**src/shared/udi_defines.vh**
```
`ifndef UDI_DEFINES_VH
`define UDI_DEFINES_VH

// Register word offsets (byte addresses)
`define UDI_OFS_DATA 12'h000
`define UDI_OFS_IEN 12'h004
`define UDI_OFS_IID 12'h008
`define UDI_OFS_LCTL 12'h00C
`define UDI_OFS_MODE 12'h024
`define UDI_OFS_EVT 12'h028
`define UDI_OFS_EVTMSK 12'h02C

// Interrupt enable bits
`define UDI_IEN_RX 0
`define UDI_IEN_TXE 1
`define UDI_IEN_LINE 2
`define UDI_IEN_MODEM 3
`define UDI_IEN_TXC 4
`define UDI_IEN_W 5

// FIFO control fields (write side of the identification offset)
`define UDI_FCR_EN 0
`define UDI_FCR_CLRRX 1
`define UDI_FCR_CLRTX 2
`define UDI_FCR_TRIG_HI 7
`define UDI_FCR_TRIG_LO 6

// Line control fields
`define UDI_LCTL_DLAB 7
`define UDI_LCTL_LEN_HI 1
`define UDI_LCTL_LEN_LO 0

// Mode register fields
`define UDI_MODE_MDROP 0

// Event status bits
`define UDI_EVT_LINE 0
`define UDI_EVT_TOUT 1
`define UDI_EVT_TXC 2
`define UDI_EVT_MODEM 3
`define UDI_EVT_W 4
`define UDI_EVTMSK_RST 4'hF

// Identification codes and fifo state
`define UDI_IID_LINE 3'h3
`define UDI_IID_RXD 3'h2
`define UDI_IID_TOUT 3'h6
`define UDI_IID_TXC 3'h5
`define UDI_IID_TXE 3'h1
`define UDI_IID_MODEM 3'h0
`define UDI_STS_OFF 2'h0
`define UDI_STS_MDROP 2'h2
`define UDI_STS_ON 2'h3

// Receive trigger fill levels
`define UDI_TRIG_1 5'h01
`define UDI_TRIG_4 5'h04
`define UDI_TRIG_8 5'h08
`define UDI_TRIG_14 5'h0E

// Bus responses
`define UDI_RESP_OKAY 2'h0
`define UDI_RESP_DECERR 2'h3

`endif

```
**src/rtl/udi_regs.v**
```verilog
// Overview of operation
// - Short character lengths send only the low bits of the written byte.
// - FIFO mode queues up to sixteen transmit bytes.
// - Non-FIFO mode holds exactly one transmit byte.
// - Transmit write, receive read and divisor low byte share offset zero.
// - Interrupt enable shares offset four with the divisor high byte.
// - Divisor-access bit steers offsets zero and four to divisor bytes.
// - Enable bit 4 raises transmit-complete when holding and shifter are empty.
// - Enable bit 3 raises an interrupt on any modem status edge.
// - Enable bit 2 raises line status on parity, framing, overrun or break.
// - Enable bit 1 raises an interrupt while transmit buffer is empty.
// - Enable bit 0 raises an interrupt on receive data ready or timeout.
// - FIFO mode receive ready asserts at fill level 1, 4, 8 or 14.
// - Identification bits 7:6 report fifo state 00, 10 or 11.
// - Identification code bits 3:1 valid only while pending bit is zero.
// - Only the highest priority pending source is shown.
// - Codes by priority: 011, 010, 110, 101, 001, 000.
// - Bit 0 reads zero while any source is active, resets to one.
//
// The implementer's own choice: the AXI4-Lite slave port.
`timescale 1ns/10ps
`include "udi_defines.vh"

module udi_regs #(
  parameter ADDR_W = 12,
  parameter FIFO_DEPTH = 16,
  parameter PTR_W = 4,
  parameter CNT_W = 5
) (
  input wire i_clk,
  input wire i_rst,
  input wire i_ce,
  input wire [ADDR_W-1:0] i_s_axi_awaddr,
  input wire i_s_axi_awvalid,
  output reg o_s_axi_awready,
  input wire [31:0] i_s_axi_wdata,
  input wire [3:0] i_s_axi_wstrb,
  input wire i_s_axi_wvalid,
  output reg o_s_axi_wready,
  output reg [1:0] o_s_axi_bresp,
  output reg o_s_axi_bvalid,
  input wire i_s_axi_bready,
  input wire [ADDR_W-1:0] i_s_axi_araddr,
  input wire i_s_axi_arvalid,
  output reg o_s_axi_arready,
  output reg [31:0] o_s_axi_rdata,
  output reg [1:0] o_s_axi_rresp,
  output reg o_s_axi_rvalid,
  input wire i_s_axi_rready,
  output reg o_tx_valid,
  output reg [7:0] o_tx_data,
  input wire i_tx_ready,
  input wire i_tx_shift_empty,
  input wire i_rx_valid,
  input wire [7:0] i_rx_data,
  input wire i_rx_timeout,
  input wire [3:0] i_line_err,
  input wire i_modem_edge,
  output reg [15:0] o_divisor,
  output reg [1:0] o_char_len,
  output reg o_irq
);

  // Register select codes
  localparam [2:0] SEL_DATA = 3'h0;
  localparam [2:0] SEL_IEN = 3'h1;
  localparam [2:0] SEL_IID = 3'h2;
  localparam [2:0] SEL_LCTL = 3'h3;
  localparam [2:0] SEL_MODE = 3'h4;
  localparam [2:0] SEL_EVT = 3'h5;
  localparam [2:0] SEL_EVTMSK = 3'h6;
  localparam [2:0] SEL_NONE = 3'h7;

  // Address decode shared by read and write paths
  function [2:0] reg_sel;
    input [ADDR_W-1:0] addr;
    begin
      case (addr)
        `UDI_OFS_DATA: reg_sel = SEL_DATA;
        `UDI_OFS_IEN: reg_sel = SEL_IEN;
        `UDI_OFS_IID: reg_sel = SEL_IID;
        `UDI_OFS_LCTL: reg_sel = SEL_LCTL;
        `UDI_OFS_MODE: reg_sel = SEL_MODE;
        `UDI_OFS_EVT: reg_sel = SEL_EVT;
        `UDI_OFS_EVTMSK: reg_sel = SEL_EVTMSK;
        default: reg_sel = SEL_NONE;
      endcase
    end
  endfunction

  reg aw_held_ff;
  reg w_held_ff;
  reg [ADDR_W-1:0] awaddr_ff;
  reg [31:0] wdata_ff;
  reg wstrb0_ff;
  reg [`UDI_IEN_W-1:0] ien_ff;
  reg [7:0] lctl_ff;
  reg fifo_en_ff;
  reg [1:0] trig_ff;
  reg mdrop_ff;
  reg [`UDI_EVT_W-1:0] evt_ff;
  reg [`UDI_EVT_W-1:0] evtmsk_ff;
  reg txc_lvl_ff;
  reg [7:0] tx_mem [0:FIFO_DEPTH-1];
  reg [PTR_W-1:0] tx_wr_ff;
  reg [PTR_W-1:0] tx_rd_ff;
  reg [CNT_W-1:0] tx_cnt_ff;
  reg [7:0] rx_mem [0:FIFO_DEPTH-1];
  reg [PTR_W-1:0] rx_wr_ff;
  reg [PTR_W-1:0] rx_rd_ff;
  reg [CNT_W-1:0] rx_cnt_ff;

  wire wr_go;
  wire [2:0] wsel;
  wire [2:0] rsel;
  wire rd_go;
  wire dlab;
  wire wr_lane;
  wire [CNT_W-1:0] tx_cap;
  wire [CNT_W-1:0] rx_cap;
  wire tx_push;
  wire tx_pop;
  wire tx_clr;
  wire rx_push;
  wire rx_pop;
  wire rx_clr;
  wire txc_lvl;
  wire [`UDI_EVT_W-1:0] evt_in;
  wire [`UDI_EVT_W-1:0] evt_w1c;
  wire [PTR_W-1:0] tx_rd_nx;
  reg [CNT_W-1:0] nxt_tx_cnt;
  reg [7:0] nxt_tx_data;
  reg [7:0] tx_byte;
  reg [CNT_W-1:0] rx_trig;
  reg rx_rdy;
  reg [1:0] fifo_sts;
  reg [2:0] nxt_iid;
  reg nxt_pend;
  reg [31:0] nxt_rdata;
  reg [1:0] nxt_rresp;

  // Bus handshake terms
  assign wr_go = aw_held_ff && w_held_ff && !o_s_axi_bvalid;
  assign wsel = reg_sel(awaddr_ff);
  assign rsel = reg_sel(i_s_axi_araddr);
  assign rd_go = i_s_axi_arvalid && o_s_axi_arready;
  assign dlab = lctl_ff[`UDI_LCTL_DLAB];
  assign wr_lane = wr_go && wstrb0_ff;

  // Buffer capacity follows fifo mode
  assign tx_cap = fifo_en_ff ? FIFO_DEPTH[CNT_W-1:0] : {{(CNT_W-1){1'b0}}, 1'b1};
  assign rx_cap = (fifo_en_ff && !mdrop_ff) ? FIFO_DEPTH[CNT_W-1:0]
                                            : {{(CNT_W-1){1'b0}}, 1'b1};

  // Fifo movement
  assign tx_push = wr_lane && (wsel == SEL_DATA) && !dlab && (tx_cnt_ff < tx_cap);
  assign tx_pop = o_tx_valid && i_tx_ready;
  assign tx_clr = wr_lane && (wsel == SEL_IID) && wdata_ff[`UDI_FCR_CLRTX];
  assign rx_push = i_rx_valid && (rx_cnt_ff < rx_cap);
  assign rx_pop = rd_go && (rsel == SEL_DATA) && !dlab && (rx_cnt_ff != {CNT_W{1'b0}});
  assign rx_clr = wr_lane && (wsel == SEL_IID) && wdata_ff[`UDI_FCR_CLRRX];
  assign tx_rd_nx = tx_rd_ff + {{(PTR_W-1){1'b0}}, 1'b1};

  // Transmit complete level and event sources
  assign txc_lvl = (tx_cnt_ff == {CNT_W{1'b0}}) && i_tx_shift_empty;
  assign evt_in[`UDI_EVT_LINE] = |i_line_err;
  assign evt_in[`UDI_EVT_TOUT] = i_rx_timeout;
  assign evt_in[`UDI_EVT_TXC] = txc_lvl && !txc_lvl_ff;
  assign evt_in[`UDI_EVT_MODEM] = i_modem_edge;
  assign evt_w1c = (wr_lane && (wsel == SEL_EVT)) ? wdata_ff[`UDI_EVT_W-1:0]
                                                  : {`UDI_EVT_W{1'b0}};

  // Masking of the written byte to the character length
  always @* begin
    case (lctl_ff[`UDI_LCTL_LEN_HI:`UDI_LCTL_LEN_LO])
      2'h0: tx_byte = {3'h0, wdata_ff[4:0]};
      2'h1: tx_byte = {2'h0, wdata_ff[5:0]};
      2'h2: tx_byte = {1'h0, wdata_ff[6:0]};
      default: tx_byte = wdata_ff[7:0];
    endcase
  end

  // Next transmit count and head byte
  always @* begin
    nxt_tx_cnt = tx_cnt_ff;
    nxt_tx_data = o_tx_data;
    if (tx_clr) begin
      nxt_tx_cnt = {CNT_W{1'b0}};
    end else begin
      nxt_tx_cnt = tx_cnt_ff + {{(CNT_W-1){1'b0}}, tx_push} - {{(CNT_W-1){1'b0}}, tx_pop};
      if (tx_pop) begin
        nxt_tx_data = (tx_cnt_ff > {{(CNT_W-1){1'b0}}, 1'b1}) ? tx_mem[tx_rd_nx] : tx_byte;
      end else if (tx_cnt_ff == {CNT_W{1'b0}}) begin
        nxt_tx_data = tx_byte;
      end
    end
  end

  // Receive trigger level and fifo state
  always @* begin
    case (trig_ff)
      2'h0: rx_trig = `UDI_TRIG_1;
      2'h1: rx_trig = `UDI_TRIG_4;
      2'h2: rx_trig = `UDI_TRIG_8;
      default: rx_trig = `UDI_TRIG_14;
    endcase
    if (fifo_en_ff && !mdrop_ff) begin
      rx_rdy = (rx_cnt_ff >= rx_trig);
    end else begin
      rx_rdy = (rx_cnt_ff != {CNT_W{1'b0}});
    end
    if (!fifo_en_ff) begin
      fifo_sts = `UDI_STS_OFF;
    end else if (mdrop_ff) begin
      fifo_sts = `UDI_STS_MDROP;
    end else begin
      fifo_sts = `UDI_STS_ON;
    end
  end

  // Fixed priority identification
  always @* begin
    nxt_pend = 1'b1;
    nxt_iid = `UDI_IID_MODEM;
    if (ien_ff[`UDI_IEN_LINE] && evt_ff[`UDI_EVT_LINE] && evtmsk_ff[`UDI_EVT_LINE]) begin
      nxt_pend = 1'b0;
      nxt_iid = `UDI_IID_LINE;
    end else if (ien_ff[`UDI_IEN_RX] && rx_rdy) begin
      nxt_pend = 1'b0;
      nxt_iid = `UDI_IID_RXD;
    end else if (ien_ff[`UDI_IEN_RX] && evt_ff[`UDI_EVT_TOUT] && evtmsk_ff[`UDI_EVT_TOUT]) begin
      nxt_pend = 1'b0;
      nxt_iid = `UDI_IID_TOUT;
    end else if (ien_ff[`UDI_IEN_TXC] && evt_ff[`UDI_EVT_TXC] && evtmsk_ff[`UDI_EVT_TXC]) begin
      nxt_pend = 1'b0;
      nxt_iid = `UDI_IID_TXC;
    end else if (ien_ff[`UDI_IEN_TXE] && (tx_cnt_ff == {CNT_W{1'b0}})) begin
      nxt_pend = 1'b0;
      nxt_iid = `UDI_IID_TXE;
    end else if (ien_ff[`UDI_IEN_MODEM] && evt_ff[`UDI_EVT_MODEM]
                 && evtmsk_ff[`UDI_EVT_MODEM]) begin
      nxt_pend = 1'b0;
      nxt_iid = `UDI_IID_MODEM;
    end
  end

  // Read data mux
  always @* begin
    nxt_rdata = 32'h0000_0000;
    nxt_rresp = `UDI_RESP_OKAY;
    case (rsel)
      SEL_DATA: begin
        if (dlab) begin
          nxt_rdata = {24'h00_0000, o_divisor[7:0]};
        end else if (rx_cnt_ff != {CNT_W{1'b0}}) begin
          nxt_rdata = {24'h00_0000, rx_mem[rx_rd_ff]};
        end
      end
      SEL_IEN: begin
        if (dlab) begin
          nxt_rdata = {24'h00_0000, o_divisor[15:8]};
        end else begin
          nxt_rdata = {27'h000_0000, ien_ff};
        end
      end
      SEL_IID: begin
        nxt_rdata = {24'h00_0000, fifo_sts, 2'h0, nxt_iid, nxt_pend};
      end
      SEL_LCTL: begin
        nxt_rdata = {24'h00_0000, lctl_ff};
      end
      SEL_MODE: begin
        nxt_rdata = {31'h0000_0000, mdrop_ff};
      end
      SEL_EVT: begin
        nxt_rdata = {28'h000_0000, evt_ff};
      end
      SEL_EVTMSK: begin
        nxt_rdata = {28'h000_0000, evtmsk_ff};
      end
      default: begin
        nxt_rresp = `UDI_RESP_DECERR;
      end
    endcase
  end

  // Write channel capture and response
  always @(posedge i_clk or posedge i_rst) begin
    if (i_rst) begin
      aw_held_ff <= 1'b0;
      w_held_ff <= 1'b0;
      awaddr_ff <= {ADDR_W{1'b0}};
      wdata_ff <= 32'h0000_0000;
      wstrb0_ff <= 1'b0;
      o_s_axi_awready <= 1'b0;
      o_s_axi_wready <= 1'b0;
      o_s_axi_bvalid <= 1'b0;
      o_s_axi_bresp <= `UDI_RESP_OKAY;
    end else if (i_ce) begin
      if (i_s_axi_awvalid && o_s_axi_awready) begin
        aw_held_ff <= 1'b1;
        awaddr_ff <= i_s_axi_awaddr;
      end else if (wr_go) begin
        aw_held_ff <= 1'b0;
      end
      if (i_s_axi_wvalid && o_s_axi_wready) begin
        w_held_ff <= 1'b1;
        wdata_ff <= i_s_axi_wdata;
        wstrb0_ff <= i_s_axi_wstrb[0];
      end else if (wr_go) begin
        w_held_ff <= 1'b0;
      end
      o_s_axi_awready <= !aw_held_ff && !(i_s_axi_awvalid && o_s_axi_awready)
                         && !o_s_axi_bvalid;
      o_s_axi_wready <= !w_held_ff && !(i_s_axi_wvalid && o_s_axi_wready)
                        && !o_s_axi_bvalid;
      if (wr_go) begin
        o_s_axi_bvalid <= 1'b1;
        o_s_axi_bresp <= (wsel == SEL_NONE) ? `UDI_RESP_DECERR : `UDI_RESP_OKAY;
      end else if (i_s_axi_bready) begin
        o_s_axi_bvalid <= 1'b0;
      end
    end
  end

  // Read channel
  always @(posedge i_clk or posedge i_rst) begin
    if (i_rst) begin
      o_s_axi_arready <= 1'b0;
      o_s_axi_rvalid <= 1'b0;
      o_s_axi_rdata <= 32'h0000_0000;
      o_s_axi_rresp <= `UDI_RESP_OKAY;
    end else if (i_ce) begin
      o_s_axi_arready <= !o_s_axi_rvalid && !rd_go;
      if (rd_go) begin
        o_s_axi_rvalid <= 1'b1;
        o_s_axi_rdata <= nxt_rdata;
        o_s_axi_rresp <= nxt_rresp;
      end else if (i_s_axi_rready) begin
        o_s_axi_rvalid <= 1'b0;
      end
    end
  end

  // Software registers
  always @(posedge i_clk or posedge i_rst) begin
    if (i_rst) begin
      ien_ff <= {`UDI_IEN_W{1'b0}};
      lctl_ff <= 8'h00;
      o_divisor <= 16'h0000;
      o_char_len <= 2'h0;
      fifo_en_ff <= 1'b0;
      trig_ff <= 2'h0;
      mdrop_ff <= 1'b0;
      evtmsk_ff <= `UDI_EVTMSK_RST;
    end else if (i_ce && wr_lane) begin
      case (wsel)
        SEL_DATA: begin
          if (dlab) begin
            o_divisor[7:0] <= wdata_ff[7:0];
          end
        end
        SEL_IEN: begin
          if (dlab) begin
            o_divisor[15:8] <= wdata_ff[7:0];
          end else begin
            ien_ff <= wdata_ff[`UDI_IEN_W-1:0];
          end
        end
        SEL_IID: begin
          fifo_en_ff <= wdata_ff[`UDI_FCR_EN];
          trig_ff <= wdata_ff[`UDI_FCR_TRIG_HI:`UDI_FCR_TRIG_LO];
        end
        SEL_LCTL: begin
          lctl_ff <= wdata_ff[7:0];
          o_char_len <= wdata_ff[`UDI_LCTL_LEN_HI:`UDI_LCTL_LEN_LO];
        end
        SEL_MODE: begin
          mdrop_ff <= wdata_ff[`UDI_MODE_MDROP];
        end
        SEL_EVTMSK: begin
          evtmsk_ff <= wdata_ff[`UDI_EVT_W-1:0];
        end
        default: begin
          mdrop_ff <= mdrop_ff;
        end
      endcase
    end
  end

  // Sticky events, set wins over write-one-clear, and interrupt output
  always @(posedge i_clk or posedge i_rst) begin
    if (i_rst) begin
      evt_ff <= {`UDI_EVT_W{1'b0}};
      txc_lvl_ff <= 1'b1;
      o_irq <= 1'b0;
    end else if (i_ce) begin
      evt_ff <= (evt_ff & ~evt_w1c) | evt_in;
      txc_lvl_ff <= txc_lvl;
      o_irq <= !nxt_pend;
    end
  end

  // Transmit fifo
  always @(posedge i_clk or posedge i_rst) begin
    if (i_rst) begin
      tx_wr_ff <= {PTR_W{1'b0}};
      tx_rd_ff <= {PTR_W{1'b0}};
      tx_cnt_ff <= {CNT_W{1'b0}};
      o_tx_valid <= 1'b0;
      o_tx_data <= 8'h00;
    end else if (i_ce) begin
      if (tx_clr) begin
        tx_wr_ff <= {PTR_W{1'b0}};
        tx_rd_ff <= {PTR_W{1'b0}};
      end else begin
        if (tx_push) begin
          tx_wr_ff <= tx_wr_ff + {{(PTR_W-1){1'b0}}, 1'b1};
        end
        if (tx_pop) begin
          tx_rd_ff <= tx_rd_nx;
        end
      end
      tx_cnt_ff <= nxt_tx_cnt;
      o_tx_valid <= (nxt_tx_cnt != {CNT_W{1'b0}});
      o_tx_data <= nxt_tx_data;
    end
  end

  // Fifo storage, no reset needed
  always @(posedge i_clk) begin
    if (i_ce && tx_push) begin
      tx_mem[tx_wr_ff] <= tx_byte;
    end
    if (i_ce && rx_push) begin
      rx_mem[rx_wr_ff] <= i_rx_data;
    end
  end

  // Receive fifo pointers and count
  always @(posedge i_clk or posedge i_rst) begin
    if (i_rst) begin
      rx_wr_ff <= {PTR_W{1'b0}};
      rx_rd_ff <= {PTR_W{1'b0}};
      rx_cnt_ff <= {CNT_W{1'b0}};
    end else if (i_ce) begin
      if (rx_clr) begin
        rx_wr_ff <= {PTR_W{1'b0}};
        rx_rd_ff <= {PTR_W{1'b0}};
        rx_cnt_ff <= {CNT_W{1'b0}};
      end else begin
        if (rx_push) begin
          rx_wr_ff <= rx_wr_ff + {{(PTR_W-1){1'b0}}, 1'b1};
        end
        if (rx_pop) begin
          rx_rd_ff <= rx_rd_ff + {{(PTR_W-1){1'b0}}, 1'b1};
        end
        rx_cnt_ff <= rx_cnt_ff + {{(CNT_W-1){1'b0}}, rx_push}
                     - {{(CNT_W-1){1'b0}}, rx_pop};
      end
    end
  end

endmodule // udi_regs

```
**config.mk**
```make
export PLATFORM = sky130hd
export DESIGN_NAME = udi_regs
export DESIGN_NICKNAME = d
export VERILOG_FILES = /design/src/rtl/udi_regs.v
export VERILOG_INCLUDE_DIRS = /design/src /design/src/shared
export SDC_FILE = /design/constraint.sdc
export NUM_CORES = 1
export LEC_CHECK = 0
export ABC_CLOCK_PERIOD_IN_PS = 5250
export BUFFER_PORTS_ARGS = -buffer_cell sky130_fd_sc_hd__buf_2
export CORE_UTILIZATION = 40
export DETAILED_ROUTE_END_ITERATION = 8
export SLEW_MARGIN = 20
export SYNTH_ARGS = -nofsm -noshare
export SYNTH_HDL_FRONTEND = slang
export SYNTH_SLANG_ARGS = --single-unit
```
**constraint.sdc**
```tcl
create_clock -name i_clk -period 5.25 [get_ports i_clk]
set_input_delay 0.2625 -clock i_clk [delete_from_list [all_inputs] [get_ports i_clk]]
set_output_delay 0.2625 -clock i_clk [all_outputs]
set_load 0.1 [all_outputs]
```
# After elaboration in Yosys (flattened, before gate mapping)
# Memories as Yosys holds them, arrays and structs flattened.
# Index checks and enable logic that the tools add are counted.
[word_totals] regBits=144 memories=2 rom_bits=0 latch_bits=0 output_inout_bits=69 input_bits=85 ram_bits=256 word_cells=222
[memory_table] memory="rx_mem" depth=16 word_bits=8 rd=1 rd_clocked_by_memory_dff=0 write_ports=1 line_no="udi_regs.v:108" rtl="reg [7:0] rx_mem [0:FIFO_DEPTH-1];"
[memory_table] memory="tx_mem" depth=16 word_bits=8 rd=1 rd_clocked_by_memory_dff=0 write_ports=1 line_no="udi_regs.v:104" rtl="reg [7:0] tx_mem [0:FIFO_DEPTH-1];"
[classes] n_addsub=8 shifts=0 eq_ne=29 multipliers=0 div=0 magnitude_cmp=4 bitwise=5 reduce_logical=90 muxes=51
[op_table] cell="== test 12 x 6 -> 1 bit, second input constant" n=6
[op_table] cell="case mux 8 bit (7 select lines)" n=1
[op_table] cell="== test 12 x 4 -> 1 bit, second input constant" n=4
[op_table] cell="two-way mux 8 bit" n=6
[op_table] cell="case mux 3 bit (7 select lines)" n=2
[op_table] cell="logical AND 1 bit" n=39
[op_table] cell="two-way mux 4 bit" n=9
[op_table] cell="AND reduction 2 bit" n=16
[op_table] cell="== test 12 x 3 -> 1 bit, second input constant" n=2
[op_table] cell="zero test 12 bit" n=2
[op_table] cell="case mux 8 bit (3 select lines)" n=1
[op_table] cell="== test 3 bit, second input constant" n=7
[op_table] cell="two-way mux 1 bit" n=20
[op_table] cell="two-way mux 5 bit" n=4
[op_table] cell="nonzero test 2 bit" n=9
[op_table] cell="adder 4 x 1 -> 4 bit, second input constant" n=4
[op_table] cell="== test 3 x 2 -> 1 bit, second input constant" n=4
[op_table] cell="two-way mux 3 bit" n=4
[op_table] cell="case mux 4 bit (3 select lines)" n=1
[op_table] cell="AND reduction 3 bit" n=4
[op_table] cell="zero test 1 bit" n=11
[op_table] cell="adder 5 x 1 -> 5 bit" n=2
[op_table] cell="< comparator 5 bit" n=2
[op_table] cell="nonzero test 5 bit" n=2
[op_table] cell="other kinds (16)" n=25

# Logic depth before layout (Yosys ltp)
# Gate-level depths: netlist of the first run.
[depth] word_depth=10 ltp_mapped=17 ltp_nobuf=17

# Worst setup path after synthesis of the first run
# OpenSTA, ideal clock, no wires.
[synth_path] path_type="flip-flop to flip-flop" from="register o_s_axi_bvalid" to="register o_tx_valid" stages_incl_launch_ff=16 synth_period_minus_slack_ns=3.330 setup_ns=0.125 n_path_buf=0 path_slack_ns=1.920 t_arrival_ns=3.206 t_required_ns=5.125 cell_sequence="dfrtp_1 > and3b_1 > nand3_1 > nor2_1 > nand2_4 > ha_1 > inv_1 > ha_1 > inv_1 > fa_1 > nor2_1 > nor2_1 > o21bai_1 > xnor2_1 > nor4_1 > o2bb2ai_1"
[synth_via] elab_chain_cells=10 elab_cells_between_ends=12 classes_between="add/sub (2); mux (1); reduce/logical (9)"
[synth_lines] element="start: declaration" line_no="udi_regs.v:41" rtl="output reg o_s_axi_bvalid,"
[synth_lines] element="start signal: assignment" line_no="udi_regs.v:297" rtl="o_s_axi_bvalid <= 1'b0;"
[synth_lines] element="start signal: assignment" line_no="udi_regs.v:318" rtl="o_s_axi_bvalid <= 1'b1;"
[synth_lines] element="start signal: assignment" line_no="udi_regs.v:321" rtl="o_s_axi_bvalid <= 1'b0;"
[synth_lines] element="zero test 1 bit *" line_no="udi_regs.v:143" rtl="assign wr_go = aw_held_ff && w_held_ff && !o_s_axi_bvalid;"
[synth_lines] element="logical AND 1 bit *" line_no="udi_regs.v:143"
[synth_lines] element="logical AND 1 bit *" line_no="udi_regs.v:148" rtl="assign wr_lane = wr_go && wstrb0_ff;"
[synth_lines] element="logical AND 1 bit (3 in a row)" line_no="udi_regs.v:156" rtl="assign tx_push = wr_lane && (wsel == SEL_DATA) && !dlab && (tx_cnt_ff < tx_cap);"
[synth_lines] element="adder 5 x 1 -> 5 bit" line_no="udi_regs.v:190" rtl="nxt_tx_cnt = tx_cnt_ff + {{(CNT_W-1){1'b0}}, tx_push} - {{(CNT_W-1){1'b0}}, tx_pop};"
[synth_lines] element="subtractor 5 x 1 -> 5 bit" line_no="udi_regs.v:190"
[synth_lines] element="two-way mux 5 bit *" line_no="udi_regs.v:187" rtl="if (tx_clr) begin"
[synth_lines] element="nonzero test 5 bit *" line_no="udi_regs.v:425" rtl="o_tx_valid <= (nxt_tx_cnt != {CNT_W{1'b0}});"
[synth_lines] element="end signal: assignment" line_no="udi_regs.v:425"
[synth_lines] element="end: declaration" line_no="udi_regs.v:50" rtl="output reg o_tx_valid,"
# Every way passes the cells marked *; elsewhere a longest branch is shown, timed or not.
# A chain may end at the register's enable or synchronous reset.

# Worst setup path after layout of the first run
[layout_path] from="register awaddr_ff[0]" to="register o_tx_valid"
[layout_via] elab_chain_cells=10 elab_cells_between_ends=19 classes_between="add/sub (2); eq/ne (7); mux (2); reduce/logical (8)"
[layout_lines] element="start: declaration" line_no="udi_regs.v:93" rtl="reg [ADDR_W-1:0] awaddr_ff;"
[layout_lines] element="start signal: assignment" line_no="udi_regs.v:292" rtl="awaddr_ff <= {ADDR_W{1'b0}};"
[layout_lines] element="start signal: assignment" line_no="udi_regs.v:302" rtl="awaddr_ff <= i_s_axi_awaddr;"
[layout_lines] element="== test 12 x 6 -> 1 bit, or another cell as far along" line_no="udi_regs.v:78" rtl="case (addr)"
[layout_lines] element="case mux 3 bit (7 select lines) *" line_no="udi_regs.v:78"
[layout_lines] element="zero test 3 bit" line_no="udi_regs.v:156"
[layout_lines] element="logical AND 1 bit (3 in a row)" line_no="udi_regs.v:156"
[layout_lines] element="adder 5 x 1 -> 5 bit" line_no="udi_regs.v:190"
[layout_lines] element="subtractor 5 x 1 -> 5 bit" line_no="udi_regs.v:190"
[layout_lines] element="two-way mux 5 bit *" line_no="udi_regs.v:187"
[layout_lines] element="nonzero test 5 bit *" line_no="udi_regs.v:425"
# Marked as above.

==> results.md, run 1 <==
- Initial antenna violation count: 0
- Worst slew pin tran: 1.07 ns
- Synth unique cells: 72
- Most frequent cells in the layout: edfxtp_1 (256), dfrtp_1 (109), buf_2 (102)
- Port Buffer Count: 102
- Max Slew Vio Count: 0
- Filler cells: 3443
- Drt total wl: 37.4 mm
- Leak: 0.00697 uW
- Core Util, Final: 47.1%
- Largest family of logic cells by synthesized area: multiplexers
- Final Cycle Share: 68.9%
- Hold path start: i_rx_data[4]
- Syn-to-layout area delta: 15.2%
- Hold Path Cell Cnt: 1
- First-pass GRT wire length: 57.4 mm
- DR iter-0 viols: 657
- Crit path buf inv count: 2
- Outcome: complete, no violations
- Critical-path cell list: nor4_2, and3_1, and4_4, nand2_4, ha_1, inv_1, ha_1, inv_1, fa_1, nor2_1, nor2_1, o21bai_1, xnor2_1, nor4_1, o2bb2ai_1
- VDD IR-drop max: 0.000373 V
- Data arrival, critical path: 4.05 ns
- Hold WC Path Type: input pin to register
- Post-synth top area cell: edfxtp_1
- Post-CTS setup buffers: 0
- Post-synthesis adder-cell area fraction: 2.77%
- Share of layout cells above drive strength 1: 27.0%
- Syn_area_per_cell: 15.7 um2
- Die H: 204 um
- Total congestion overflow: 0
- CTS clk-pin slew, worst paths: 0.06 ns
- Commonest non-fill, non-tap cell in the layout: edfxtp_1
- Starting Density: 40.8%
- Max-slew headroom: 28.7%
- Mux cell area share after synthesis: 15.3%
- Via count: 9304
- Critical-path top delay cell: and3_1
- Largest net degree at the start of global routing: 46
- Post-synth top area share: 46.9%
- CTS max path bufs: 3
- DP Area: 0.0173 mm2
- Synth Area in XOR/XNOR: 0.428%
- Total negative setup slack: 0 ns
- Tmin final: 3.62 ns
- CTS tree: yes
- Worst Hold End: rx_mem[3][4]
- Setup slack, reg-to-reg: 1.63 ns
- Seq cells post-synth: 372
- P per Cell Area: 456 mW/mm2
- Worst r2r src: awaddr_ff[0]
- Main synth FF type: edfxtp_1
- Main area contributors after synthesis: edfxtp_1 (47%), dfrtp_1 (17%), mux4_2 (9.6%), mux2_2 (4.4%), ha_1 (2.5%)
- Global placer's final weighted congestion: 0.815
- Async SR Flop Fraction: 31.2%
- Crit-path leading delay family: simple AND/OR/NAND/NOR gates
- R2R cell count: 15
- Num CTS Buffers: 40
- Simple-gate share of the synthesized area: 8.22%
- Post-DR wirelength/cell: 21.5 um
- ANT cells: 0
- DIE WIDTH: 204 um
- RSZ-0062 raised after global routing: false
- Post-Syn Area: 0.0164 mm2
- I/O pin cnt: 154
- Compound-Gate Fraction of Synth Area: 5.16%
- MaxCap Viol Count: 0
- Post-Syn Instances: 1040
- Core area: 0.0401 mm2
- Root Driver: clkbuf_16
- Hold slack: 0.0873 ns
- Post-route ant nets: 0
- Yosys warning total: 0
- CP max stage delay: 0.49 ns
- Critical path class: register to register
- Critical path endpoint category: register
- Maximum clock rate: 0.276 GHz
- FF-to-FF End: o_tx_valid
- CTS sink count: 372
- Number of global-route vias before repair: 9515
- Skew final: 0.0229 ns
- Sequential-to-total area share from yosys stat: 64.7%
- Crit path max fanout: 9
- Rows: 73
- First-pass iteration count of the detailed router: 5
- Final setup fails: 0
- Residual DRC: 0
- GRT Util Overall: 18.4%
- Final Hold Fails: 0
- Vias/cell: 5.35
- Detailed Place HPWL: 24.9 mm
- Design area: 0.0189 mm2
- DIE AREA: 0.0418 mm2
- Post-synth EDFFs: 256
- WP data required: 5.68 ns
- H-tree depth: 2
- Crit start category: register
- Clk Latency, worst-skew pair: 0.56 ns
- Final net count: 1303
-- through the flow --
step                cells  setup WS (ns)  total power [uW]
finish               1739           1.63              8610
global route         1739           1.23              9000
CTS                  1739           1.60              8710
detailed placement   1637           1.61              6000
global placement     1637           1.67              5980
floorplan            1063           1.92              5400
-- kinds of logic (layout without fill, tap and decap cells) --
kind of cell | count (synthesis) | in the layout
DFF | 372 | 372
and+or+nand+nor | 250 | 250
muxes | 144 | 144
AOI/OAI and AO/OA | 124 | 124
buffers and inverters | 106 | 257
adders and majority gates | 35 | 35
xor gates and xnor gates | 8 | 8
other | 1 | 24
-- where the power goes --
| group | switching, uW | internal, uW |
|---|---|---|
| logic | 1380 | 765 |
| registers | 320 | 3480 |
| clock network | 1150 | 1520 |
| total | 2850 | 5760 |
-- worst reg2reg max path: stages, from the launching register on --
cell	delay, ns
dfrtp_1	0.39
nor4_2	0.31
and3_1	0.49
and4_4	0.37
nand2_4	0.07
ha_1	0.30
inv_1	0.06
ha_1	0.16
inv_1	0.06
fa_1	0.42
nor2_1	0.13
nor2_1	0.05
o21bai_1	0.15
xnor2_1	0.10
nor4_1	0.34
o2bb2ai_1	0.11
-- synth_stat cells, drive strengths merged (3+ instances only) --
cell and number:
a2111oi 3, a21o 3, a21oi 16, a221oi 5, a222oi 3, a22o 10, a22oi 5, a31oi 10
a41oi 3, and2 34, and3 13, buf 46, clkbuf 20, dfrtp 111, dfstp 5, edfxtp 256
ha 33, inv 40, mux2 65, mux4 77, nand2 63, nand2b 10, nand3 32, nand4 8
nor2 43, nor2b 8, nor3 14, nor4 9, nor4b 4, o211ai 5, o21a 4, o21ai 32
o2bb2ai 4, o31ai 6, or3 5, or4 3, xnor2 3, xor2 5
-- repair_timing --
action | CTS | global route
hold endpoints to repair | 70 | 0
gates resized for setup | 0 | 0
hold buffers | 29 | 0
-- flip-flops by register name, summed over array words and instances, names as in the netlist, 7 cells and up --
signal	flops
wdata_ff	8
awaddr_ff	12
o_s_axi_rdata	8
o_divisor	16
tx_mem	128
lctl_ff	7
rx_mem	128
o_tx_data	8
-- how the worst max path moves through the flow --
stage / from / end / slack, ns / cells after the start
final: awaddr_ff[0] / o_tx_valid / 1.63 / 15
after floorplan: i_rst / aw_held_ff / 1.92 / 1
after global routing: fifo_en_ff / rx_cnt_ff[4] / 1.23 / 16
after global placement: awaddr_ff[0] / o_tx_valid / 1.67 / 15
after CTS: awaddr_ff[0] / o_tx_valid / 1.60 / 15
after detailed placement: awaddr_ff[0] / o_tx_valid / 1.61 / 15
-- cell type report --
cell class	instances	area (um2)	area share [%]
Clock buffer	54	1050	5.58
Clock inverter	19	175	0.928
Inverter	40	153	0.809
Multi-Input combinational cell	585	5330	28.3
Sequential cell	372	10600	56.2
Tap cell	525	657	3.48
Timing Repair Buffer	144	898	4.76
-- routing by layer --
| layer | vias up | wire length, um | part of all wire [%] | global-route usage [%] |
|---|---|---|---|---|
| li1 | 4261 | - | - | - |
| met2 | 231 | 17500 | 47 | 28.8 |
| met4 | 0 | 700 | 1.9 | 5.12 |
| met5 | - | 0 | 0 | 0 |
| met1 | 4760 | 17400 | 47 | 26.4 |
| met3 | 52 | 1810 | 4.9 | 3.36 |
(Power assumes the default switching activity.)
==> inputs of run 2 (changes only) <==
--- a/config.mk
+++ b/config.mk
@@ -6,7 +6,7 @@
 export SDC_FILE = /design/constraint.sdc
 export NUM_CORES = 1
 export LEC_CHECK = 0
-export ABC_CLOCK_PERIOD_IN_PS = 5250
+export ABC_CLOCK_PERIOD_IN_PS = 3800
 export BUFFER_PORTS_ARGS = -buffer_cell sky130_fd_sc_hd__buf_2
 export CORE_UTILIZATION = 40
 export DETAILED_ROUTE_END_ITERATION = 8
==> constraint.sdc (replaced) <==
create_clock -name i_clk -period 3.8 [get_ports i_clk]
set_input_delay 0.19 -clock i_clk [delete_from_list [all_inputs] [get_ports i_clk]]
set_output_delay 0.19 -clock i_clk [all_outputs]
set_load 0.1 [all_outputs]
==> results.md, run 2 (synthesized netlist as in run 1, its figures left out) <==
- Outcome: complete, no violations (unchanged)
- Clk Latency, worst-skew pair: 0.55 ns (was 0.56 ns)
- DIE AREA: 0.0418 mm2 (unchanged)
- Vias/cell: 5.39 (was 5.35)
- Detailed Place HPWL: 25.6 mm (was 24.9 mm)
- Initial antenna violation count: 0 (unchanged)
- Die H: 204 um (unchanged)
- Tmin final: 3.42 ns (was 3.62 ns)
- Max-slew headroom: 27.3% (was 28.7%)
- Root Driver: clkbuf_16 (unchanged)
- Crit path max fanout: 5 (was 9)
- First-pass iteration count of the detailed router: 6 (was 5)
- MaxCap Viol Count: 0 (unchanged)
- I/O pin cnt: 154 (unchanged)
- Pre-CTS setup slack: 0.389 ns (was 1.61 ns)
- H-tree depth: 2 (unchanged)
- Maximum clock rate: 0.292 GHz (was 0.276 GHz)
- P per Cell Area: 633 mW/mm2 (was 456 mW/mm2)
- Crit start category: register (unchanged)
- VDD IR-drop max: 0.000457 V (was 0.000373 V)
- Post-DR wirelength/cell: 21.5 um (about the same)
- Final Cycle Share: 90.1% (was 68.9%)
- Post-route ant nets: 0 (unchanged)
- Hold WC Path Type: input pin to register (unchanged)
- Worst r2r src: awaddr_ff[0] (unchanged)
- CTS clk-pin slew, worst paths: 0.06 ns (about the same)
- Critical path class: register to register (unchanged)
- Final net count: 1316 (was 1303)
- Via count: 9446 (was 9304)
- Core area: 0.0401 mm2 (unchanged)
- Residual DRC: 0 (unchanged)
- CTS sink count: 372 (unchanged)
- Placed cell count: 1647 (was 1637)
- Final Hold Fails: 0 (unchanged)
- Largest net degree at the start of global routing: 64 (was 46)
- Most frequent cells in the layout: edfxtp_1 (256), dfrtp_1 (109), buf_2 (102) (unchanged)
- Port Buffer Count: 102 (unchanged)
- Total negative setup slack: 0 ns (unchanged)
- CP endpoint: o_tx_valid (unchanged)
- ANT cells: 0 (unchanged)
- Rows: 73 (unchanged)
- Number of global-route vias before repair: 9460 (was 9515)
- Final setup fails: 0 (unchanged)
- Commonest non-fill, non-tap cell in the layout: edfxtp_1 (unchanged)
- Final Power: 12000 uW (was 8610 uW)
- Worst setup margin: 0.376 ns (was 1.63 ns)
- Skew final: 0.0224 ns (was 0.0229 ns)
- Total congestion overflow: 0 (unchanged)
- Starting Density: 40.8% (unchanged)
- DR iter-0 viols: 752 (was 657)
- Global placer's final weighted congestion: 0.800 (was 0.815)
- Syn-to-layout area delta: 16.1% (was 15.2%)
- Finished Layout Cells: 1752 (was 1739)
- Drt total wl: 37.7 mm (was 37.4 mm)
- Max Slew Vio Count: 0 (unchanged)
- Top Registers: rx_mem x128, tx_mem x128, o_divisor x16 (unchanged)
- Num CTS Buffers: 40 (unchanged)
- Worst slew pin tran: 1.09 ns (was 1.07 ns)
- Filler cells: 3468 (was 3443)
- CTS tree: yes (unchanged)
- Critical path endpoint category: register (unchanged)
- RSZ-0062 raised after global routing: false (unchanged)
- Leak: 0.00708 uW (was 0.00697 uW)
- R2R cell count: 15 (unchanged)
- DIE WIDTH: 204 um (unchanged)
- First-pass GRT wire length: 58.0 mm (was 57.4 mm)
- Data arrival, critical path: 3.85 ns (was 4.05 ns)
- CTS max path bufs: 3 (unchanged)
- Setup slack, reg-to-reg: 0.38 ns (was 1.63 ns)
- WP data required: 4.23 ns (was 5.68 ns)
- FF-to-FF End: o_tx_valid (unchanged)
- GRT Util Overall: 18.6% (was 18.4%)
- Worst setup path start: awaddr_ff[0] (unchanged)
- Share of layout cells above drive strength 1: 28.4% (was 27.0%)
run 2: changes by cell type in the layout (fill, tap and decap cells not counted), moves of 3 or more:
cell and delta:
buf_4 +10, clkbuf_1 -7, clkinv_2 +6, clkbuf_8 +5, clkinv_1 -5, dlygate4sd3_1 +3
run 2: worst max-delay path, cell delays in order, from the launching register on:
cell,delay [ns]
dfrtp_1,0.38
nor4_2,0.37
nand3_1,0.27
nor2_1,0.39
nand2_4,0.09
ha_1,0.30
inv_1,0.06
ha_1,0.16
inv_1,0.07
fa_1,0.43
nor2_1,0.12
nor2_1,0.05
o21bai_1,0.15
xnor2_1,0.11
nor4_1,0.28
o2bb2ai_1,0.09
run 2: area by class of cell:
cell class                 instances  area [um2]  area share (%)
sequential                       372       10600            55.7
tap                              525         657            3.45
multi-input combinational        585        5330            28.0
clock buffer                      52        1100            5.76
timing repair buffer             157        1000            5.28
inverter                          40         153           0.803
clock inverter                    21         181           0.954
run 2: worst min-delay path by stage:
stage / end / slack [ns] / start / cells past startpoint
after floorplan: rx_mem[0][0] / 0.29 / i_rx_data[0] / 0
after global placement: awaddr_ff[10] / 0.41 / i_rst / 2
after detailed placement: awaddr_ff[4] / 0.41 / i_rst / 2
after CTS: rx_mem[11][4] / 0.0005 / i_rx_data[4] / 1
after global routing: rx_mem[1][1] / 0.02 / i_rx_data[1] / 1
final: rx_mem[6][3] / 0.04 / i_rx_data[3] / 1
run 2: per-stage QoR:
stage / utilization (%) / instance area [um2] / hold WS [ns]
2_1_floorplan: - / 16500 / 0.289
3_3_place_gp: 43.4 / 17400 / 0.407
3_5_place_dp: 43.4 / 17400 / 0.406
4_1_cts: 47.4 / 19000 / 0.000471
5_1_grt: 47.4 / 19000 / 0.0201
6_report: 47.4 / 19000 / 0.0379
run 2: timing repair:
action                                  in CTS  in global routing
resized for setup                            0                  1
endpoints found under the hold margin       95                  0
hold buffers                                32                  0
setup buffers                                0                  0
endpoints found under the setup margin       0                  1
run 2: per-layer routing:
layer  GRT usage (%)  up-vias  wire (um)
li1                -     4290          -
met1            26.7     4827      17400
met2            28.8      279      17400
met3            3.44       50       2090
met4            5.30        0        794
met5               0        -          0
run 2: power breakdown:
part | leakage [uW] | switching [uW] | internal [uW] | total, uW
Sequential | 0.00364 | 447 | 4800 | 5250
Combinational | 0.00280 | 1930 | 1080 | 3010
Clock | 0.000636 | 1580 | 2190 | 3770
Total | 0.00708 | 3960 | 8070 | 12000
